==> config.mk <==
export PLATFORM = sky130hd
export DESIGN_NAME = pxc_special_ctrl
export DESIGN_NICKNAME = d
export VERILOG_FILES = /design/src/design/pxc_pkg.sv /design/src/design/pxc_mode_decode.sv /design/src/design/pxc_special_ctrl.sv
export VERILOG_INCLUDE_DIRS = /design/src /design/src/design
export SDC_FILE = /design/constraint.sdc
export NUM_CORES = 1
export LEC_CHECK = 0
export BUFFER_PORTS_ARGS = -buffer_cell sky130_fd_sc_hd__buf_2
export CORE_MARGIN = 5
export CORE_UTILIZATION = 47
export CTS_BUF_LIST = sky130_fd_sc_hd__clkbuf_4 sky130_fd_sc_hd__clkbuf_8
export DETAILED_ROUTE_END_ITERATION = 8
export PLACE_DENSITY = 0.92
export SLEW_MARGIN = 20
export SYNTH_ARGS = -nofsm -noshare
export SYNTH_HDL_FRONTEND = slang
export SYNTH_SLANG_ARGS = --single-unit
==> constraint.sdc <==
create_clock -name clk -period 3.28 [get_ports clk]
set_clock_uncertainty 0.05 [all_clocks]
set_input_delay 0.984 -clock clk [delete_from_list [all_inputs] [get_ports clk]]
set_output_delay 0.984 -clock clk [all_outputs]
set_load 0.02 [all_outputs]
==> src/design/pxc_defs.svh <==
// Offsets, field positions and reset values of the crossover control register
`ifndef PXC_DEFS_SVH
`define PXC_DEFS_SVH

`define PXC_REG_INDEX      5'h1b
`define PXC_DATA_W         16
`define PXC_ADDR_W         5
`define PXC_BIT_SRC_SEL    15
`define PXC_BIT_AUTO_EN    14
`define PXC_BIT_MAN_STATE  13
`define PXC_BIT_HB_OFF     11
`define PXC_BIT_PLL_LOCK   10
`define PXC_BIT_RX_POL     4
`define PXC_RESET_VAL      16'h0000
`define PXC_WRITE_MASK     16'hec00
`define PXC_SOFT_RST_MASK  16'h6c00

`endif

==> src/design/pxc_pkg.sv <==
// Types shared by the crossover control register block
package pxc_pkg;

    // Gray order: straight -> crossover -> automatic
    typedef enum logic [1:0]
    {
        PXC_MDI_STRAIGHT = 2'h0,
        PXC_MDI_CROSS    = 2'h1,
        PXC_MDI_AUTO     = 2'h3
    } pxc_mdix_mode_t;

    typedef struct packed
    {
        logic        read;
        logic        write;
        logic [4:0]  phyAddr;
        logic [4:0]  regAddr;
        logic [15:0] wrData;
    } pxc_mgmt_req_t;

    typedef struct packed
    {
        logic srcSel;
        logic autoEn;
        logic manualState;
        logic heartbeatOff;
        logic pllRefLock;
    } pxc_ctrl_t;

endpackage : pxc_pkg

==> src/design/pxc_mode_decode.sv <==
// Crossover mode decode from register bits or latched straps
`timescale 1ns/1ps

module pxc_mode_decode
(
    input  wire logic                    srcSel,
    input  wire logic                    autoEn,
    input  wire logic                    manualState,
    input  wire logic                    autoStrap,
    input  wire logic                    manualStrap,
    output pxc_pkg::pxc_mdix_mode_t      mode,
    output logic                         reservedSel
);

    always_comb
    begin
        reservedSel = 1'b0;
        if (srcSel)
        begin
            case ({autoEn, manualState})
                2'b00:   mode = pxc_pkg::PXC_MDI_STRAIGHT;
                2'b01:   mode = pxc_pkg::PXC_MDI_CROSS;
                2'b10:   mode = pxc_pkg::PXC_MDI_AUTO;
                default:
                begin
                    // Forbidden pair: fall back to a safe straight link
                    mode        = pxc_pkg::PXC_MDI_STRAIGHT;
                    reservedSel = 1'b1;
                end
            endcase
        end
        else if (autoStrap)
        begin
            mode = pxc_pkg::PXC_MDI_AUTO;
        end
        else if (manualStrap)
        begin
            mode = pxc_pkg::PXC_MDI_CROSS;
        end
        else
        begin
            mode = pxc_pkg::PXC_MDI_STRAIGHT;
        end
    end

endmodule : pxc_mode_decode

==> src/design/pxc_special_ctrl.sv <==
// Per-port crossover, heartbeat and receive PLL control register
//
// Operation
// - The register sits at management index 27 and is 16 bits wide.
// - With bit 15 set, bits 14 and 13 decide crossover, straps ignored.
// - With bit 15 clear (reset value), the latched straps decide.
// - Under register control 00 straight, 01 crossover, 10 automatic.
// - Bit 11 set disables the heartbeat test; clear runs it.
// - Bit 10 set pins the 10M receive PLL to the reference, no 10M rx.
// - Read-only bit 4 shows 10BASE-T receive polarity, 1 reversed.
// - Bits 14, 13, 11, 10 clear on a port PHY reset and on reset.
// - That port reset clears them only while the basic reset bit is set.
// - Only accesses at the port's own 5-bit PHY address are answered.
`timescale 1ns/1ps
`include "pxc_defs.svh"

module pxc_special_ctrl
(
    input  wire logic                    clk,
    input  wire logic                    sys_rst,
    input  wire pxc_pkg::pxc_mgmt_req_t  mgmtReq,
    input  wire logic [4:0]              portPhyMgmtAddress,
    input  wire logic                    portPhyResetReq,
    input  wire logic                    phyBasicResetBit,
    input  wire logic                    manualCrossStrap,
    input  wire logic                    autoCrossStrap,
    input  wire logic                    rxPolarityPin,
    output logic [15:0]                  mgmtRdData,
    output logic                         mgmtRdValid,
    output pxc_pkg::pxc_mdix_mode_t      crossoverMode,
    output logic                         crossoverReservedSel,
    output logic                         heartbeatTestDisable,
    output logic                         rxPllForceRefLock,
    output logic                         rx10mBlocked
);

    // ****************************************************************
    // Access decode
    // ****************************************************************
    logic hit;
    logic wrHit;
    logic rdHit;
    logic softClr;

    assign hit   = (mgmtReq.phyAddr == portPhyMgmtAddress)
                && (mgmtReq.regAddr == `PXC_REG_INDEX);
    assign wrHit = hit && mgmtReq.write;
    assign rdHit = hit && mgmtReq.read;
    // Chip-level port reset only acts while the basic reset bit is set
    assign softClr = portPhyResetReq && phyBasicResetBit;

    // ****************************************************************
    // Polarity synchroniser
    // ****************************************************************
    logic polMeta;
    logic polSync;
    logic next_polMeta;
    logic next_polSync;

    always_comb
    begin
        next_polMeta = rxPolarityPin;
        next_polSync = polMeta;
    end

    always_ff @(posedge clk)
    begin
        if (sys_rst)
        begin
            polMeta <= 1'b0;
            polSync <= 1'b0;
        end
        else
        begin
            polMeta <= next_polMeta;
            polSync <= next_polSync;
        end
    end

    // ****************************************************************
    // Control bits
    // ****************************************************************
    pxc_pkg::pxc_ctrl_t ctrl;
    pxc_pkg::pxc_ctrl_t next_ctrl;

    always_comb
    begin
        next_ctrl = ctrl;
        if (wrHit)
        begin
            // Only writable bits are taken; the rest are dropped
            next_ctrl.srcSel       = mgmtReq.wrData[`PXC_BIT_SRC_SEL];
            next_ctrl.autoEn       = mgmtReq.wrData[`PXC_BIT_AUTO_EN];
            next_ctrl.manualState  = mgmtReq.wrData[`PXC_BIT_MAN_STATE];
            next_ctrl.heartbeatOff = mgmtReq.wrData[`PXC_BIT_HB_OFF];
            next_ctrl.pllRefLock   = mgmtReq.wrData[`PXC_BIT_PLL_LOCK];
        end
        // Port reset beats a write landing in the same cycle on bits 14, 13, 11 and 10; bit 15 takes the write
        if (softClr)
        begin
            next_ctrl.autoEn       = 1'b0;
            next_ctrl.manualState  = 1'b0;
            next_ctrl.heartbeatOff = 1'b0;
            next_ctrl.pllRefLock   = 1'b0;
        end
    end

    always_ff @(posedge clk)
    begin
        if (sys_rst)
        begin
            ctrl <= '0;
        end
        else
        begin
            ctrl <= next_ctrl;
        end
    end

    // ****************************************************************
    // Mode decode and outputs
    // ****************************************************************
    pxc_pkg::pxc_mdix_mode_t decMode;
    logic                    decReserved;

    pxc_mode_decode u_decode
    (
        .srcSel      (ctrl.srcSel),
        .autoEn      (ctrl.autoEn),
        .manualState (ctrl.manualState),
        .autoStrap   (autoCrossStrap),
        .manualStrap (manualCrossStrap),
        .mode        (decMode),
        .reservedSel (decReserved)
    );

    pxc_pkg::pxc_mdix_mode_t next_crossoverMode;
    logic                    next_crossoverReservedSel;
    logic [15:0]             next_mgmtRdData;
    logic                    next_mgmtRdValid;
    logic [15:0]             regImage;

    always_comb
    begin
        regImage = `PXC_RESET_VAL;
        regImage[`PXC_BIT_SRC_SEL]   = ctrl.srcSel;
        regImage[`PXC_BIT_AUTO_EN]   = ctrl.autoEn;
        regImage[`PXC_BIT_MAN_STATE] = ctrl.manualState;
        regImage[`PXC_BIT_HB_OFF]    = ctrl.heartbeatOff;
        regImage[`PXC_BIT_PLL_LOCK]  = ctrl.pllRefLock;
        regImage[`PXC_BIT_RX_POL]    = polSync;
        next_crossoverMode        = decMode;
        next_crossoverReservedSel = decReserved;
        next_mgmtRdValid          = rdHit;
        next_mgmtRdData           = rdHit ? regImage : mgmtRdData;
    end

    always_ff @(posedge clk)
    begin
        if (sys_rst)
        begin
            crossoverMode        <= pxc_pkg::PXC_MDI_STRAIGHT;
            crossoverReservedSel <= 1'b0;
            mgmtRdValid          <= 1'b0;
            mgmtRdData           <= `PXC_RESET_VAL;
        end
        else
        begin
            crossoverMode        <= next_crossoverMode;
            crossoverReservedSel <= next_crossoverReservedSel;
            mgmtRdValid          <= next_mgmtRdValid;
            mgmtRdData           <= next_mgmtRdData;
        end
    end

    assign heartbeatTestDisable = ctrl.heartbeatOff;
    assign rxPllForceRefLock    = ctrl.pllRefLock;
    // Reference lock leaves no line clock to recover 10M data from
    assign rx10mBlocked         = ctrl.pllRefLock;

    // ****************************************************************
    // Checks
    // ****************************************************************
    chk_write_capture: assert property (
        @(posedge clk) disable iff (sys_rst)
        wrHit && !softClr |=>
            ctrl.srcSel == $past(mgmtReq.wrData[`PXC_BIT_SRC_SEL])
            && ctrl.pllRefLock == $past(mgmtReq.wrData[`PXC_BIT_PLL_LOCK]))
        else $error("Write to the register not captured");

    chk_reserved_zero: assert property (
        @(posedge clk) disable iff (sys_rst)
        mgmtRdValid |-> (mgmtRdData & ~16'hec10) == 16'h0000)
        else $error("Reserved bit reads nonzero");

    chk_reg_source: assert property (
        @(posedge clk) disable iff (sys_rst)
        ctrl.srcSel && !ctrl.autoEn && ctrl.manualState
        && $stable(ctrl) |=> crossoverMode == pxc_pkg::PXC_MDI_CROSS)
        else $error("Register crossover select ignored");

    chk_strap_source: assert property (
        @(posedge clk) disable iff (sys_rst)
        !ctrl.srcSel && autoCrossStrap
        |=> crossoverMode == pxc_pkg::PXC_MDI_AUTO)
        else $error("Strap automatic mode not followed");

    chk_auto_decode: assert property (
        @(posedge clk) disable iff (sys_rst)
        ctrl.srcSel && ctrl.autoEn && !ctrl.manualState
        |=> crossoverMode == pxc_pkg::PXC_MDI_AUTO
            && !crossoverReservedSel)
        else $error("Automatic crossover decode wrong");

    chk_heartbeat_bit: assert property (
        @(posedge clk) disable iff (sys_rst)
        mgmtRdValid
        |-> mgmtRdData[`PXC_BIT_HB_OFF] == $past(heartbeatTestDisable))
        else $error("Heartbeat disable disagrees with readback");

    chk_pll_lock: assert property (
        @(posedge clk) disable iff (sys_rst)
        wrHit && !softClr && mgmtReq.wrData[`PXC_BIT_PLL_LOCK]
        |=> rxPllForceRefLock && rx10mBlocked)
        else $error("PLL reference lock not applied");

    chk_polarity_read: assert property (
        @(posedge clk) disable iff (sys_rst)
        mgmtRdValid |-> mgmtRdData[`PXC_BIT_RX_POL] == $past(polSync))
        else $error("Polarity readback wrong");

    chk_soft_clear: assert property (
        @(posedge clk) disable iff (sys_rst)
        softClr |=> !heartbeatTestDisable && !rxPllForceRefLock
            && !ctrl.autoEn && !ctrl.manualState)
        else $error("Port reset did not clear bits");

    chk_no_clear: assert property (
        @(posedge clk) disable iff (sys_rst)
        portPhyResetReq && !phyBasicResetBit && !wrHit
        |=> $stable(ctrl))
        else $error("Port reset acted without basic reset bit");

    chk_addr_filter: assert property (
        @(posedge clk) disable iff (sys_rst)
        mgmtReq.read && mgmtReq.phyAddr != portPhyMgmtAddress
        |=> !mgmtRdValid)
        else $error("Answered a foreign PHY address");

endmodule : pxc_special_ctrl

==> results.ini, run 1 <==
[setup_path]
cp-start-kind=primary input
cp.arrival_ns=2.34
worstSetupPathType=primary input to register
r2r_end=crossoverMode[0]
cp.required_ns=3.42
crit_path_end_kind=register
rr_startpoint=ctrl[2]
path_max_fanout=11
ff2ff_setup_slack_ns=2.14
r2r_cells=3

[sta]
max_freq_mhz=453.8
min_period_over_period_pct=67.18
tightest_slew_ns=0.6764
timing.hold.ws_ns=0.3969
maxSlewViolCount=0
grt_setup_unrepaired=no
setup_viol=0
slew_headroom_pct=54.56
min_period_ns=2.203
fin_setup_tns_ns=0
hold_viol=0

[floorplan]
start_util_pct=49.62
fp-row-count=16
dieArea_um2=3108
die_x_um=55.75
core_area_um2=1982
top_level_ports=63
die_h_um=55.75

[routing]
num_vias=862
wl_um=2265
drc=0
antenna_left=0
vias_per_cell=5.256
wl_per_cell_um=13.81
drt_iter0_drc=6
drt_first_pass_iters=4

[power]
power_uw=396.5
p_leak_uw=0.0004866
peakVddDrop_v=0.0001339
p_per_area_nw_per_um2=338.9

[grt]
grtUsageTotal_pct=14.78
grt_remaining_overflow=0
grt_pass1_vias=820
grt_antenna_before_repair=0
grt_pass1_wl_um=3712
grt_max_degree=15

[worst_hold_path]
hold_class=register to register
hold_depth=1
hold_end=polSync
hp-start=next_polSync

[yosys]
synth.yosys.warnings=0
synthSimpleGateAreaFrac_pct=18.58
synth_fa_ha_area_share_pct=2.545
ys_seq_area_share_pct=34.61
syn_avg_cell_area_um2=9.834
ys_ff_latch=17
syn-instance-count=100
syn_area_um2=983.4
synth_cell_types=29
synth_top_family_by_area=compound AO/OA/AOI/OAI gates
synth_xor_area_share_pct=3.562
synth_compound_area_share_pct=25.83
synth_mux_area_share_pct=1.018

[layout]
drive_gt1_share_pct=42.34
nets=180
fillers=160
post-route-util_pct=59.03
n_antenna_cell=0
seq_area_um2=340.3
multi_input_comb_area_um2=548.0
design_area_um2=1170
area_delta_synth_final_pct=18.96

[place]
dpl.hpwl_um=1809
dpl-instance-area_um2=1139
port_buffers=41
gp_congestion=0.7831

[clock_tree]
cts.clk_slew.worst_paths_ns=0.10
clkLatencyLatePin_ns=0.30
clk_path_buf_depth=2
cts_made_buffers=3
cts_tree=done
clkSinkCount=17
cts_root_buffer=clkbuf_4
cts_resized=0
post_cts_buffers=0
htreeDepth=1
cts_hold_buf=0

[run_status]
outcome=complete, no violations

[run]
cap_violations=0

-- metal layers --
layer  wire length [µm]  GRT usage, %
met1                828         16.18
met2               1231         27.87
met3                168         2.088
met4                 36         6.250
met5                  0             0
-- worst max path at each step --
stage | to | start | depth (start not counted)
after floorplan | mgmtRdData[10] | mgmtReq[21] | 5
after global placement | heartbeatTestDisable | portPhyMgmtAddress[4] | 5
after detailed placement | heartbeatTestDisable | portPhyMgmtAddress[4] | 5
after CTS | heartbeatTestDisable | portPhyMgmtAddress[2] | 5
after global routing | mgmtRdData[13] | portPhyMgmtAddress[2] | 5
final | heartbeatTestDisable | portPhyMgmtAddress[2] | 5
-- stage by stage --
step           cells  setup WS, ns
6_report         164         1.077
5_1_grt          164        0.9993
4_1_cts          164         1.070
3_5_place_dp     160        0.7580
3_3_place_gp     160        0.8115
2_1_floorplan    109         1.210
-- logic make-up after synthesis --
logic type,count (synthesis)
flip-flops,17
AO/OA/AOI/OAI,26
AND/OR/NAND/NOR,28
other,1
buffers and inverters,21
adder cells (fa/ha/maj),2
XOR/XNOR,4
multiplexers,1
-- synth_stat cells (all sizes together) --
cell type	instances	share of area, %
a21oi	11	5.6
mux2i	1	1.0
clkbuf	1	0.38
nand3	2	1.0
a21o	1	0.76
nor3	3	1.5
o21a	1	0.76
nand3b	1	0.76
buf	16	12
xnor2	4	3.6
nand2	1	0.38
nand4b	2	1.8
inv	4	1.5
nor2b	3	2.7
nand4	11	7.0
and3	1	0.64
nor2	2	0.76
and3b	1	0.89
or3	1	1.1
conb	1	0.38
o41ai	11	17
o21ai	1	0.51
dfxtp	17	35
ha	2	2.5
a211oi	1	0.76
-- registers in the layout (all words and copies together) (netlist names) --
name	flops
next_polSync	1
rx10mBlocked	1
crossoverMode	2
mgmtRdValid	1
mgmtRdData	6
ctrl	3
crossoverReservedSel	1
heartbeatTestDisable	1
polSync	1
-- worst max-delay path, cell delays in order --
cell	delay (ns)
buf_2	0.10
xnor2_1	0.17
nand3_1	0.47
o41ai_1	0.51
a21oi_1	0.10
-- final cells by class --
cell class                 instances  share of cell area, %
multi-input combinational         71                  46.85
sequential                        17                  29.09
clock buffer                       3                  1.925
inverter                           4                  1.283
timing repair buffer              41                  17.54
tap                               27                  2.888
clock inverter                     1                 0.4278
-- power by group --
group / switching (µW) / internal [µW]
Sequential: 0.490 / 209
Combinational: 50.4 / 23.1
Clock: 68.2 / 45.5
-- placed cells by master (no fill, tap or decap), drive strengths merged, types with 2 or more instances in the layout --
cell     n
a21oi   11
o41ai   11
nor2     2
dfxtp   17
ha       2
nand3    2
buf     41
nand4b   2
nor2b    3
inv      4
clkbuf   3
nand4   11
xnor2    4
conb    10
nor3     3
Power figures use the tool's default switching activity.
==> run 2, diff against run 1 <==
- CORE_UTILIZATION: 47 -> 43
- PLACE_DENSITY: 0.92 -> 0.85
- clock period: 3.28 -> 2.3 ns (I/O delays scaled with it)
==> results.ini, run 2 (same netlist as run 1, synthesis figures left out) <==
[routing]
wl_um=2357  ; +4.1%
num_vias=892  ; +3.5%
drc=0  ; unchanged
drt_first_pass_iters=7  ; +3
antenna_left=0  ; unchanged
vias_per_cell=5.341  ; +1.6%
wl_per_cell_um=14.11  ; +2.2%
drt_iter0_drc=18  ; +12

[sta]
min_period_ns=1.705
setup_viol=0  ; unchanged
min_period_over_period_pct=74.14
tightest_slew_ns=0.6920  ; +0.01558 ns
slew_headroom_pct=53.86  ; -0.70 points
layout_setup_ws_ns=0.5949  ; -0.4816 ns
fin_setup_tns_ns=0  ; unchanged
max_freq_mhz=586.5
grt_setup_unrepaired=no
maxSlewViolCount=0  ; unchanged
hold_viol=0  ; unchanged

[layout]
nets=182  ; +1.1%
seq_area_um2=340.3  ; unchanged
largest_register_ffs=6  ; unchanged
post-route-util_pct=54.14  ; -4.9 points
drive_gt1_share_pct=43.17  ; +0.83 points
regMostFlops=mgmtRdData
reg_top3=mgmtRdData (6), ctrl (3), crossoverMode (2)
area_delta_synth_final_pct=20.61
layout_commonest_cell=buf_2
n_antenna_cell=0  ; unchanged
final_cell_mix=buf_2 (41), dfxtp_1 (17), nand4_1 (11), a21oi_1 (11)
fillers=202  ; +26%
multi_input_comb_area_um2=548.0  ; unchanged

[run_status]
outcome=complete, no violations

[place]
dpl.hpwl_um=1850  ; +2.3%
port_buffers=41  ; unchanged
gp_congestion=0.8101  ; +3.4%
dp_slack_ns=0.08567  ; -0.6723 ns

[power]
peakVddDrop_v=0.0002874  ; +110%
p_comb_share_pct=19.0  ; +0.5 points
p_leak_uw=0.0004964  ; +2.0%
p_int_uw=397.7  ; +43%
swShare_pct=30.44  ; +0.41 points
p_switching_uw=174.0  ; +46%
p_per_area_nw_per_um2=482.0  ; +42%
pwr-share-clk_pct=28.7  ; about the same
power_uw=571.7  ; +44%
pwr-share-seq_pct=52.3  ; -0.5 points

[floorplan]
start_util_pct=44.89  ; -4.7 points
die_h_um=57.83  ; +3.7%
top_level_ports=63  ; unchanged
fp-row-count=17  ; +1
core_area_um2=2191  ; +11%
die_x_um=57.83  ; +3.7%
dieArea_um2=3344  ; +7.6%

[grt]
grt_antenna_before_repair=0  ; unchanged
grt_max_degree=15  ; unchanged
grtUsageTotal_pct=14.71  ; -0.073 points
grt_pass1_wl_um=3898  ; +5.0%
grt_remaining_overflow=0  ; unchanged
grt_pass1_vias=926  ; +13%

[clock_tree]
cts_root_buffer=clkbuf_4
cts_resized=0  ; unchanged
clkLatencyLatePin_ns=0.30  ; about the same
htreeDepth=1  ; unchanged
cts_made_buffers=3  ; unchanged
clk_path_buf_depth=2  ; unchanged
cts.clk_slew.worst_paths_ns=0.10  ; about the same
clkSinkCount=17  ; unchanged
cts_tree=done
post_cts_buffers=0  ; unchanged
cts_hold_buf=0  ; unchanged

[setup_path]
cp-start-kind=primary input
path_max_fanout=11  ; unchanged
cp.arrival_ns=1.83  ; -0.51 ns
worst-path-buf-inv=1  ; unchanged
cp.required_ns=2.43  ; -0.99 ns
cp_slowest_stage_delay_ns=0.48  ; -0.03 ns
crit_slowest_cell=or3_4
crit_path_end_kind=register
crit_chain=buf_2 > nor2b_4 > or3_4 > o41ai_1 > a21oi_1
worstSetupPathType=primary input to register
critPathTopFamily=simple AND/OR/NAND/NOR gates

[run]
cap_violations=0  ; unchanged

[worst_hold_path]
hold_class=register to register

[run 2: cell types whose count changed in the layout (fill, tap and decap cells not counted)]
cell	before	now
buf_4	0	2
[run 2: per-stage QoR]
step | cells | cell area, µm² | hold slack (ns)
after floorplan | 109 | 1017 | 0.3638
after global placement | 163 | 1155 | 0.3681
after detailed placement | 163 | 1155 | 0.3803
after CTS | 167 | 1182 | 0.4040
after global routing | 167 | 1186 | 0.4198
final | 167 | 1186 | 0.4015
[run 2: path summary, 6_finish.rpt]
kind / to / depth (start not counted) / start / slack [ns]
worst max-delay path: heartbeatTestDisable / 5 / mgmtReq[21] / 0.59
worst min-delay path: polSync / 1 / next_polSync / 0.40
worst max register to register: crossoverMode[0] / 3 / ctrl[2] / 1.13
worst min register to register: polSync / 1 / next_polSync / 0.40
[run 2: cell type report]
type	instances	area share (%)
multi-input combinational	71	46.20
sequential	17	28.69
timing repair buffer	43	18.57
tap	28	2.954
clock buffer	3	1.899
inverter	4	1.266
clock inverter	1	0.4219
[run 2: power by group through the flow]
| stage | Sequential (µW) | Combinational (µW) | Clock (µW) |
|---|---|---|---|
| final | 299 | 109 | 164 |
| after global routing | 299 | 118 | 177 |
| after CTS | 299 | 106 | 162 |
| after detailed placement | 306 | 105 | 0 |
| after global placement | 305 | 102 | 0 |
| after floorplan | 308 | 79.2 | 0 |
[run 2: worst register-to-register path: cells and delay by family (launching register included)]
kind                     cells  cell delay [ns]
AO/OA/AOI/OAI                1             0.24
buffers and inverters        1             0.07
adder cells (fa/ha/maj)      1             0.29
flip-flops                   1             0.43
[run 2: metal layers]
layer | up-vias | share of wire (%) | GRT usage, %
met5 | - | 0 | 0
met4 | 0 | 2.3 | 8.609
met1 | 411 | 35 | 14.56
li1 | 435 | - | -
met2 | 39 | 55 | 27.42
met3 | 7 | 8.4 | 3.563
